`src/rtl/pin_sync.sv`:
```
// Purpose: Package for the pin multiplexer, plus a three-stage pin input filter.
// Assumes: Pins are asynchronous to clk; one clk domain only.
// Notes: A filtered level changes only once the second and third stages agree.

`timescale 1ns/1ns
`default_nettype none

package codec_pin_pkg;

    // Pin level vector positions
    localparam int unsigned LV_MCLK = 0;
    localparam int unsigned LV_BCLK = 1;
    localparam int unsigned LV_WCLK = 2;
    localparam int unsigned LV_MULTIFUNCTION_PIN_1 = 3;
    localparam int unsigned LV_MULTIFUNCTION_PIN_3 = 4;
    localparam int unsigned LV_MULTIFUNCTION_PIN_5 = 5;
    localparam int unsigned LV_SPI = 6;
    localparam int unsigned LV_WIDTH = 7;

    // Reference clock sources for the PLL
    localparam logic [1:0] PLL_SRC_MCLK = 2'h0;
    localparam logic [1:0] PLL_SRC_BCLK = 2'h1;
    localparam logic [1:0] PLL_SRC_MULTIFUNCTION_PIN_5 = 2'h2;
    localparam logic [1:0] PLL_SRC_MULTIFUNCTION_PIN_1 = 2'h3;

    // Codec clock sources
    localparam logic [1:0] CODEC_SRC_MCLK = 2'h0;
    localparam logic [1:0] CODEC_SRC_BCLK = 2'h1;
    localparam logic [1:0] CODEC_SRC_MULTIFUNCTION_PIN_5 = 2'h2;
    localparam logic [1:0] CODEC_SRC_PLL = 2'h3;

    // Output-capable pin functions
    localparam logic [1:0] FN_DEFAULT = 2'h0;
    localparam logic [1:0] FN_GPO = 2'h1;
    localparam logic [1:0] FN_FIRST_INTERRUPT_OUTPUT = 2'h2;
    localparam logic [1:0] FN_OFF = 2'h3;

    typedef struct packed {
        logic [1:0] pll_src;
        logic [1:0] codec_src;
        logic bclk_out;
        logic wclk_out;
        logic [1:0] multifunction_pin_2_fn;
        logic [1:0] multifunction_pin_4_fn;
        logic [1:0] multifunction_pin_5_fn;
        logic [2:0] gpo;
    } pin_cfg_t;

    // Power-up functions: codec clock on the master clock, serial clocks in,
    // data out on pin 2, mic clock on pin 4, pin 5 as plain input
    localparam pin_cfg_t CFG_RESET = '{
        pll_src: 2'h0,
        codec_src: 2'h0,
        bclk_out: 1'b0,
        wclk_out: 1'b0,
        multifunction_pin_2_fn: 2'h0,
        multifunction_pin_4_fn: 2'h0,
        multifunction_pin_5_fn: 2'h0,
        gpo: 3'h0
    };

    typedef struct packed {
        logic dout;
        logic bclk;
        logic wclk;
        logic dmic_clk;
        logic first_interrupt_output;
        logic pll_clk;
    } core_out_t;

    typedef struct packed {
        logic pll_ref;
        logic codec_clk;
        logic bclk;
        logic wclk;
        logic din;
        logic dmic_data;
        logic [2:0] gpi;
        logic ctrl_spi;
    } core_in_t;

endpackage : codec_pin_pkg

module pin_sync #(
    parameter int unsigned W = 1
) (
    input wire logic clk,
    input wire logic sys_rst,
    input wire logic [W-1:0] pin_in,
    output logic [W-1:0] level
);

    logic [W-1:0] s1_r;
    logic [W-1:0] s2_r;
    logic [W-1:0] s3_r;
    logic [W-1:0] level_r;
    wire logic [W-1:0] agree = ~(s2_r ^ s3_r);
    wire logic [W-1:0] level_nxt = (agree & s3_r) | (~agree & level_r);

    always_ff @(posedge clk) begin
        if (sys_rst) begin
            s1_r <= '0;
            s2_r <= '0;
            s3_r <= '0;
            level_r <= '0;
        end else begin
            s1_r <= pin_in;
            s2_r <= s1_r;
            s3_r <= s2_r;
            level_r <= level_nxt;
        end
    end

    assign level = level_r;

endmodule : pin_sync

`default_nettype wire

```
`src/rtl/codec_pin_function_mux.sv`:
```
// Purpose: Digital pin function multiplexer and clock source selection.
// Assumes: Configuration arrives on cfg_in, taken when cfg_load is high.
// Notes: Clock pins are sampled at clk, so clocks selected from pins are filtered levels; the PLL clock is passed unfiltered.
//
// Behaviour
// Protocol select pin picks I2C or SPI.
// Reset and protocol select are not reassignable.
// Other pins power up default, then reprogrammable.
// PLL reference from four selectable pins.
// Codec clock from pins or PLL; master default.
// Far side keeps PLL reference 512kHz to 50MHz.
// Far side avoids PLL for lowest power.
// General output on pins 2, 4, 5.
// General input on pins 1, 3, 5.
// Master and bit clock feed both at once.
// Pin 5 as output never carries interrupt.
// Bit and word clocks default in, switchable.

`timescale 1ns/1ns
`default_nettype none

module codec_pin_function_mux (
    input wire logic clk,
    input wire logic sys_rst,
    input wire logic cfg_load,
    input wire codec_pin_pkg::pin_cfg_t cfg_in,
    output var codec_pin_pkg::pin_cfg_t cfg_now,
    input wire logic spi_select_pin,
    input wire logic mclk_pin,
    input wire logic bclk_i,
    output logic bclk_o,
    output logic bclk_oe,
    input wire logic wclk_i,
    output logic wclk_o,
    output logic wclk_oe,
    input wire logic multifunction_pin_1,
    output logic multifunction_pin_2_o,
    output logic multifunction_pin_2_oe,
    input wire logic multifunction_pin_3,
    output logic multifunction_pin_4_o,
    output logic multifunction_pin_4_oe,
    input wire logic multifunction_pin_5_i,
    output logic multifunction_pin_5_o,
    output logic multifunction_pin_5_oe,
    input wire codec_pin_pkg::core_out_t core_out,
    output var codec_pin_pkg::core_in_t core_in
);

    ////////////////////////////////////////////////////////////////////////
    // Pin input filtering

    logic [codec_pin_pkg::LV_WIDTH-1:0] pins_raw;
    logic [codec_pin_pkg::LV_WIDTH-1:0] lvl;

    assign pins_raw = {spi_select_pin, multifunction_pin_5_i, multifunction_pin_3,
                       multifunction_pin_1, wclk_i, bclk_i, mclk_pin};

    pin_sync #(
        .W(codec_pin_pkg::LV_WIDTH)
    ) pin_sync_i (
        .clk(clk),
        .sys_rst(sys_rst),
        .pin_in(pins_raw),
        .level(lvl)
    );

    wire logic lv_mclk = lvl[codec_pin_pkg::LV_MCLK];
    wire logic lv_bclk = lvl[codec_pin_pkg::LV_BCLK];
    wire logic lv_wclk = lvl[codec_pin_pkg::LV_WCLK];
    wire logic lv_multifunction_pin_1 = lvl[codec_pin_pkg::LV_MULTIFUNCTION_PIN_1];
    wire logic lv_multifunction_pin_3 = lvl[codec_pin_pkg::LV_MULTIFUNCTION_PIN_3];
    wire logic lv_multifunction_pin_5 = lvl[codec_pin_pkg::LV_MULTIFUNCTION_PIN_5];
    wire logic lv_spi = lvl[codec_pin_pkg::LV_SPI];

    ////////////////////////////////////////////////////////////////////////
    // Configuration store

    codec_pin_pkg::pin_cfg_t cfg_r;
    codec_pin_pkg::pin_cfg_t cfg_nxt;

    // Protocol select and reset have no field here, so never remapped
    assign cfg_nxt = cfg_load ? cfg_in : cfg_r; // see R2

    always_ff @(posedge clk) begin
        if (sys_rst) begin
            cfg_r <= codec_pin_pkg::CFG_RESET; // see R3
        end else begin
            cfg_r <= cfg_nxt;
        end
    end

    assign cfg_now = cfg_r;

    ////////////////////////////////////////////////////////////////////////
    // Clock source selection

    // Same pin may feed both selectors in the same cycle
    wire logic pll_ref_nxt =
        (cfg_r.pll_src == codec_pin_pkg::PLL_SRC_MCLK) ? lv_mclk :
        (cfg_r.pll_src == codec_pin_pkg::PLL_SRC_BCLK) ? lv_bclk :
        (cfg_r.pll_src == codec_pin_pkg::PLL_SRC_MULTIFUNCTION_PIN_5) ? lv_multifunction_pin_5 : lv_multifunction_pin_1; // see R4

    // PLL path kept available; choosing it costs power
    wire logic codec_clk_nxt =
        (cfg_r.codec_src == codec_pin_pkg::CODEC_SRC_MCLK) ? lv_mclk :
        (cfg_r.codec_src == codec_pin_pkg::CODEC_SRC_BCLK) ? lv_bclk :
        (cfg_r.codec_src == codec_pin_pkg::CODEC_SRC_MULTIFUNCTION_PIN_5) ? lv_multifunction_pin_5 :
        core_out.pll_clk; // see R5

    ////////////////////////////////////////////////////////////////////////
    // Output pin selection

    wire logic p2_gpo = cfg_r.multifunction_pin_2_fn == codec_pin_pkg::FN_GPO;
    wire logic p4_gpo = cfg_r.multifunction_pin_4_fn == codec_pin_pkg::FN_GPO;
    wire logic p5_gpo = cfg_r.multifunction_pin_5_fn == codec_pin_pkg::FN_GPO;

    wire logic p2_o_nxt = p2_gpo ? cfg_r.gpo[0] :
        (cfg_r.multifunction_pin_2_fn == codec_pin_pkg::FN_FIRST_INTERRUPT_OUTPUT) ? core_out.first_interrupt_output : core_out.dout;
    wire logic p2_oe_nxt = cfg_r.multifunction_pin_2_fn != codec_pin_pkg::FN_OFF;

    wire logic p4_o_nxt = p4_gpo ? cfg_r.gpo[1] :
        (cfg_r.multifunction_pin_4_fn == codec_pin_pkg::FN_FIRST_INTERRUPT_OUTPUT) ? core_out.first_interrupt_output : core_out.dmic_clk;
    wire logic p4_oe_nxt = cfg_r.multifunction_pin_4_fn != codec_pin_pkg::FN_OFF;

    // Output value wins outright; interrupt only when not an output
    wire logic p5_o_nxt = p5_gpo ? cfg_r.gpo[2] : core_out.first_interrupt_output; // see R8
    wire logic p5_oe_nxt = p5_gpo || (cfg_r.multifunction_pin_5_fn == codec_pin_pkg::FN_FIRST_INTERRUPT_OUTPUT);

    wire logic bclk_in_sel = cfg_r.bclk_out ? core_out.bclk : lv_bclk;
    wire logic wclk_in_sel = cfg_r.wclk_out ? core_out.wclk : lv_wclk;

    // Pin 5 reads as input only while the device is not driving it
    wire logic gpi5_nxt = p5_oe_nxt ? 1'b0 : lv_multifunction_pin_5;

    codec_pin_pkg::core_in_t core_in_nxt;

    assign core_in_nxt = '{
        pll_ref: pll_ref_nxt,
        codec_clk: codec_clk_nxt,
        bclk: bclk_in_sel,
        wclk: wclk_in_sel,
        din: lv_multifunction_pin_1,
        dmic_data: lv_multifunction_pin_3,
        gpi: {gpi5_nxt, lv_multifunction_pin_3, lv_multifunction_pin_1},
        ctrl_spi: lv_spi // see R1
    };

    ////////////////////////////////////////////////////////////////////////
    // Output registers

    codec_pin_pkg::core_in_t core_in_r;
    logic [7:0] pin_o_r;

    always_ff @(posedge clk) begin
        if (sys_rst) begin
            core_in_r <= '0;
            pin_o_r <= 8'h00;
        end else begin
            core_in_r <= core_in_nxt;
            pin_o_r <= {core_out.bclk, cfg_r.bclk_out, core_out.wclk, cfg_r.wclk_out,
                        p2_o_nxt, p4_o_nxt, p5_o_nxt, p5_oe_nxt};
        end
    end

    logic [1:0] oe24_r;

    always_ff @(posedge clk) begin
        if (sys_rst) begin
            oe24_r <= 2'h0;
        end else begin
            oe24_r <= {p2_oe_nxt, p4_oe_nxt};
        end
    end

    assign core_in = core_in_r;
    assign bclk_o = pin_o_r[7];
    assign bclk_oe = pin_o_r[6];
    assign wclk_o = pin_o_r[5];
    assign wclk_oe = pin_o_r[4];
    assign multifunction_pin_2_o = pin_o_r[3];
    assign multifunction_pin_4_o = pin_o_r[2];
    assign multifunction_pin_5_o = pin_o_r[1];
    assign multifunction_pin_5_oe = pin_o_r[0];
    assign multifunction_pin_2_oe = oe24_r[1];
    assign multifunction_pin_4_oe = oe24_r[0];
endmodule : codec_pin_function_mux

`default_nettype wire

```
`config.mk`:
```
export PLATFORM = sky130hd
export DESIGN_NAME = codec_pin_function_mux
export DESIGN_NICKNAME = d
export VERILOG_FILES = /design/src/rtl/pin_sync.sv /design/src/rtl/codec_pin_function_mux.sv
export SDC_FILE = /design/constraint.sdc
export NUM_CORES = 1
export LEC_CHECK = 0
export ABC_AREA = 1
export BUFFER_PORTS_ARGS = -buffer_cell sky130_fd_sc_hd__buf_2
export CAP_MARGIN = 30
export CORE_ASPECT_RATIO = 0.5
export CORE_MARGIN = 1
export CORE_UTILIZATION = 53
export DETAILED_ROUTE_END_ITERATION = 10
export PLACE_DENSITY_LB_ADDON = 0.15
export SLEW_MARGIN = 20
export SYNTH_ARGS = -nofsm -noshare
export SYNTH_HDL_FRONTEND = slang
export SYNTH_SLANG_ARGS = --single-unit
```
`constraint.sdc`:
```
create_clock -name clk -period 1.6 [get_ports clk]
set_input_delay 0.32 -clock clk [delete_from_list [all_inputs] [get_ports clk]]
set_output_delay 0.32 -clock clk [all_outputs]
set_load 0.02 [all_outputs]
```
==> reports/results.tsv, run 1 <==
metric	value	unit
worst_pin_slew	0.537	ns
layout_commonest_cell	buf_2	
rsz0062_at_grt	false	
io_pins	66	
hold_viol	0	
fill_cells	295	
fmax	802	MHz
drc	0	
synth_compound_area_share	15.9	%
die_area	4230	um2
synthSimpleGateAreaFrac	13.2	%
synth_xor_area_share	0	%
antenna_found_initial	0	
globalplace.congestion	0.764	
fin_crit_sh	77.9	%
syn_inst	237	
drt-pass1-iter-count	4	
rr_startpoint	cfg_now[4]	
power_density	1190	nW/um2
grt_max_degree	31	
cp.required	1.28	ns
use_met3	8.25	%
yosys.area_share.adder	0.597	%
critPathCaptureType	output port	
die_h	46.5	um
vias_per_cell	4.55	
hold_buffers	0	
muxShareOfSynthArea	0	%
synth_seq_cells	61	
insertedDiodeCount	0	
critPathLaunchType	register	
core_area	3600	um2
min_from	spi_select_pin	
ctsResizeCount	0	
hold_class	in2reg	
port_buffers	65	
wl_per_cell	10.1	um
status	finished, final reports clean	
clockRootBuffer	clkbuf_8	
syn_area	2100	um2
rows	15	
cp_num_buf_inv	1	
post-cts-setup-buffer-count	0	
crit_path_cell_trace	buf_2	
ys_types	17	
syn2layout_area_growth	22.9	%
ant_nets	0	
wirelength	3630	um
final_layout_size_suffix_gt1_share	32.2	%
setup.worst_path.class	reg2out	
setup_violations	0	
p_leak	1.23	nW
num_vias	1629	
cts_max_path_buffers	2	
cp_slowest_cell	dfxtp_1	
syn_area_per_cell	8.85	um2
grt_pass1_vias	1372	
path_max_fanout	6	
hpwl	2520	um
critical-path-max-stage-delay	0.40	ns
critical_path.startpoint	cfg_now[8]	
final_cell_mix	buf_2, dfxtp_1, nor2_1, inv_1, a21oi_1	
synth_top_family_by_area	compound AO/OA/AOI/OAI gates	
overflow	0	
cts.sinks	61	
grt_first_pass_wirelength	5700	um
first_iter_violations	74	
nets	336	
yosysSeqAreaShare	58.2	%
skew	0.00538	ns
worstPathArrival	0.93	ns
grt-busiest-layer	met2	
start_util	58.2	%
final_cell_area	2580	um2
cpLargestDelayFamily	flip-flops	
period_needed	1.25	ns
slew_viol_final	0	
grt_use_total	18.7	%
grt_util_met2	31.1	%
cts_tree	done	
ys_warn_count	0	
clk_pin_slew	0.06	ns
cap_violations	0	
maxSlewHeadroom	64.1	%
worstSkewPairLatency	0.33	ns
cts_buffers	9	
syn_nets	269	
totalPowerFinal	3.07	mW
die_w	91.0	um
ir_drop	0.728	mV
grtUsageMet1	20.6	%
place_area	2410	um2
setup_tns	0	ns
htree_levels	3	
## final cells by class
type / instances / area (um2) / share of cell area [%]
flip-flops and latches: 61 / 1220 / 47.4
multi-input cells: 126 / 623 / 24.2
repair buffers: 66 / 345 / 13.4
inverters: 40 / 158 / 6.12
clock buffers: 12 / 155 / 6.02
well taps: 51 / 63.8 / 2.48
clock inverters: 2 / 10.0 / 0.389
## through the flow
step                      utilization, %  instances  hold slack (ns)  worst slack [ns]
after CTS                           71.5        358            0.171             0.342
after global routing                71.5        358            0.190             0.310
after detailed placement            66.9        344            0.393             0.397
after floorplan                        -        237            0.388             0.610
final                               71.5        358            0.188             0.353
after global placement              66.9        344            0.388             0.451
## cells in the mapped netlist (all sizes together)
cell    n  area [um2]
a21oi  28         178
nor2   51         191
dfxtp  61        1220
inv    40         158
nand2  15        56.3
ha      1        12.5
buf    10        95.1
nand3   6        30.0
o21ai  25         155
## worst paths after layout
kind,endpoint,slack (ns),cells after the start
setup / recovery,cfg_now[8],0.35,1
hold / removal,pin_sync_i.s1_r[6],0.19,3
setup reg to reg,core_in[3],0.70,4
hold reg to reg,pin_sync_i.s2_r[3],0.40,2
## power breakdown
group | total (mW) | switching, mW | leakage, nW | internal, mW
Sequential | 1.63 | 0.0358 | 0.502 | 1.59
Clock | 1.14 | 0.521 | 0.0881 | 0.623
Combinational | 0.304 | 0.191 | 0.640 | 0.113
## kinds of logic (layout without fill, tap and decap cells)
family	count (synthesis)	after routing
AOI/OAI and AO/OA	53	53
adders and majority gates	1	1
buffers and inverters	50	120
DFF	61	61
and+or+nand+nor	72	72
## routing by layer
| metal | vias up | wire length, um |
|---|---|---|
| li1 | 865 | - |
| met1 | 699 | 1680 |
| met2 | 55 | 1610 |
| met3 | 10 | 261 |
| met4 | 0 | 74 |
| met5 | - | 0 |
## tightest hold or removal path, stage by stage
cell and delay [ns]:
buf_2 0.07, inv_1 0.03, nor2_1 0.06
Note: power is estimated with default switching activity, not from simulation.
==> run 2: changes to the inputs <==
--- a/config.mk
+++ b/config.mk
@@ -5,12 +5,12 @@
 export SDC_FILE = /design/constraint.sdc
 export NUM_CORES = 1
 export LEC_CHECK = 0
-export ABC_AREA = 1
+export ABC_AREA = 0
 export BUFFER_PORTS_ARGS = -buffer_cell sky130_fd_sc_hd__buf_2
 export CAP_MARGIN = 30
 export CORE_ASPECT_RATIO = 0.5
 export CORE_MARGIN = 1
-export CORE_UTILIZATION = 53
+export CORE_UTILIZATION = 44
 export DETAILED_ROUTE_END_ITERATION = 10
 export PLACE_DENSITY_LB_ADDON = 0.15
 export SLEW_MARGIN = 20
==> constraint.sdc (replaced) <==
create_clock -name clk -period 1 [get_ports clk]
set_input_delay 0.2 -clock clk [delete_from_list [all_inputs] [get_ports clk]]
set_output_delay 0.2 -clock clk [all_outputs]
set_load 0.02 [all_outputs]
==> run 2 against run 1 <==
Effect of this change: the flow now finishes with violations (DRC, setup timing); clock power is 100% higher; die area is 15% higher; clock skew hardly changed; critical path depth is 1 higher; flip-flop and latch count stayed put; utilization is 1.1 points higher; sequential power is 59% higher; power is 77% higher; largest cell class unchanged; synthesized cell count is 25% lower.
==> reports/results.tsv, run 2 <==
metric	value	unit	change
grt_max_degree	38		was 31
fin_crit_sh	110	%	
worst_pin_slew	0.222	ns	was 0.537 ns
cts.sinks	61		unchanged
holdWs	0.0799	ns	was 0.188 ns
wl_per_cell	12.4	um	was 10.1 um
cts_max_path_buffers	2		unchanged
nets	297		was 336
setup.worst_path.class	reg2out		unchanged
layout_commonest_cell	buf_6		was buf_2
antenna_found_initial	0		unchanged
rows	16		was 15
worstPathArrival	0.90	ns	was 0.93 ns
insertedDiodeCount	0		unchanged
status	complete, but fails checks		was finished, final reports clean
power_density	1810	nW/um2	was 1190 nW/um2
first_iter_violations	50		was 74
cts_tree	done		unchanged
yosys-top-cells-area	dfxtp_1, mux2i_1, nor2b_1		was dfxtp_1, nor2_1, inv_1
drc	14		was 0
ant_nets	0		unchanged
ys_warn_count	0		unchanged
register_area	1270	um2	was 1220 um2
yosysTopAreaCell	dfxtp_1		unchanged
io_pins	66		unchanged
grt_pass1_vias	1425		was 1372
cts_buffers	9		unchanged
worstSkewPairLatency	0.32	ns	was 0.33 ns
fill_cells	292		was 295
maxSlewHeadroom	85.2	%	was 64.1%
port_buffers	65		unchanged
async_flop_share	0	%	unchanged
clk_pin_slew	0.06	ns	about the same
hold_class	in2reg		unchanged
grt_use_total	17.7	%	was 18.7%
hold_viol	0		unchanged
period_needed	1.10	ns	
synth_common_cells	dfxtp_1, nor2b_1, mux2i_1		was dfxtp_1, nor2_1, inv_1
clockRootBuffer	clkbuf_8		unchanged
syn_inst	178		was 237
overflow	0		unchanged
skew	0.00494	ns	was 0.00538 ns
totalPowerFinal	5.45	mW	was 3.07 mW
violations	DRC, setup timing		
syn2layout_area_growth	49.2	%	was 22.9%
die_w	97.7	um	was 91.0 um
multiInputGateArea	716	um2	was 623 um2
wirelength	4000	um	was 3630 um
p_leak	1.34	nW	was 1.23 nW
globalplace.congestion	0.696		was 0.764
critPathCaptureType	output port		unchanged
ir_drop	1.09	mV	was 0.728 mV
ys_types	18		was 17
setup_slack	-0.101	ns	was 0.353 ns
syn_area_per_cell	11.3	um2	was 8.85 um2
start_util	48.6	%	was 58.2%
synthFlopType	dfxtp_1		unchanged
die_h	49.9	um	was 46.5 um
htree_levels	3		unchanged
final_cell_mix	buf_6, dfxtp_1, buf_2, nor2b_1, dfxtp_2		was buf_2, dfxtp_1, nor2_1, inv_1, a21oi_1
critPathLaunchType	register		unchanged
yosysMostFrequentCell	dfxtp_1		unchanged
core_area	4140	um2	was 3600 um2
yosysSeqAreaShare	60.6	%	was 58.2%
synth_seq_cells	61		unchanged
final_layout_size_suffix_gt1_share	50.7	%	was 32.2%
grt_first_pass_wirelength	6420	um	was 5700 um
setup_tns	-0.297	ns	was 0 ns
cp.required	0.80	ns	was 1.28 ns
hpwl	2470	um	was 2520 um
drt-pass1-iter-count	7		was 4
syn_nets	210		was 269
hold_buffers	0		unchanged
die_area	4870	um2	was 4230 um2
synth_top_cell_area_share	60.6	%	was 58.2%
slew_viol_final	0		unchanged
synth_edf_count	0		unchanged
path_max_fanout	2		was 6
vias_per_cell	4.55		about the same
fmax	908	MHz	
num_vias	1474		was 1629
cap_violations	0		unchanged
syn_area	2020	um2	was 2100 um2
rsz0062_at_grt	true		was false
setup_violations	5		was 0
[run 2: cell types whose count changed in the layout (fill, tap and decap cells not counted), sizes merged, moves of 6 or more]
cell | before | now
mux2i | 0 | 22
o21ai | 25 | 7
a21oi | 28 | 9
inv | 40 | 1
nand2 | 15 | 8
nor2b | 0 | 30
nor2 | 51 | 20
buf | 66 | 87
nand3 | 6 | 0
[run 2: cell families after synthesis]
family / after synthesis / synth area share (%)
DFF: 61 / 60.6
and+or+nand+nor: 62 / 16.5
muxes: 24 / 13.2
buffers and inverters: 12 / 4.53
AOI/OAI and AO/OA: 18 / 4.59
adders and majority gates: 1 / 0.621
[run 2: worst paths after layout]
path                                         start            endpoint  slack [ns]  cells past startpoint
worst max-delay path                   cfg_now[13]         cfg_now[13]       -0.10                      2
worst min-delay path                spi_select_pin  pin_sync_i.s1_r[6]        0.08                      2
worst max register to register         cfg_now[11]          core_in[8]       -0.09                      2
worst min register to register  pin_sync_i.s1_r[1]  pin_sync_i.s2_r[1]        0.43                      1
[run 2: power breakdown]
| part | switching, mW | internal [mW] |
|---|---|---|
| sequential | 0.0568 | 2.53 |
| clock | 0.871 | 1.43 |
| combinational | 0.252 | 0.307 |
[run 2: repair_timing]
action / in CTS / in global routing
gates resized for setup: 73 / 28
setup buffers: 11 / 3
setup endpoints to repair: 34 / 39
[run 2: final cells by class]
| type | count | share of cell area [%] |
|---|---|---|
| flip-flops and latches | 61 | 42.2 |
| repair buffers | 87 | 24.3 |
| multi-input cells | 105 | 23.8 |
| clock buffers | 13 | 5.99 |
| well taps | 54 | 2.25 |
| clock inverters | 3 | 1.33 |
| inverters | 1 | 0.125 |
[run 2: through the flow]
step                utilization (%)  area [um2]  cells  setup slack (ns)
finish                         72.6        3010    324            -0.101
global route                   72.6        3010    324            -0.141
CTS                            70.1        2910    321            -0.121
detailed placement             58.2        2410    294           -0.0674
global placement               58.2        2410    294           -0.0506
floorplan                         -        2020    178           -0.0944
[run 2: layer usage]
metal / track usage [%] / up-vias / share of wire (%)
met5: 0 / - / 0
met4: 5.30 / 0 / 0.50
met3: 8.79 / 2 / 5.5
met2: 31.6 / 42 / 52
met1: 18.8 / 679 / 42
li1: - / 751 / -
[run 2: critical path, cell delays in order (launching register included)]
cell     delay [ns]
dfxtp_4        0.35
buf_6          0.11
buf_6          0.12
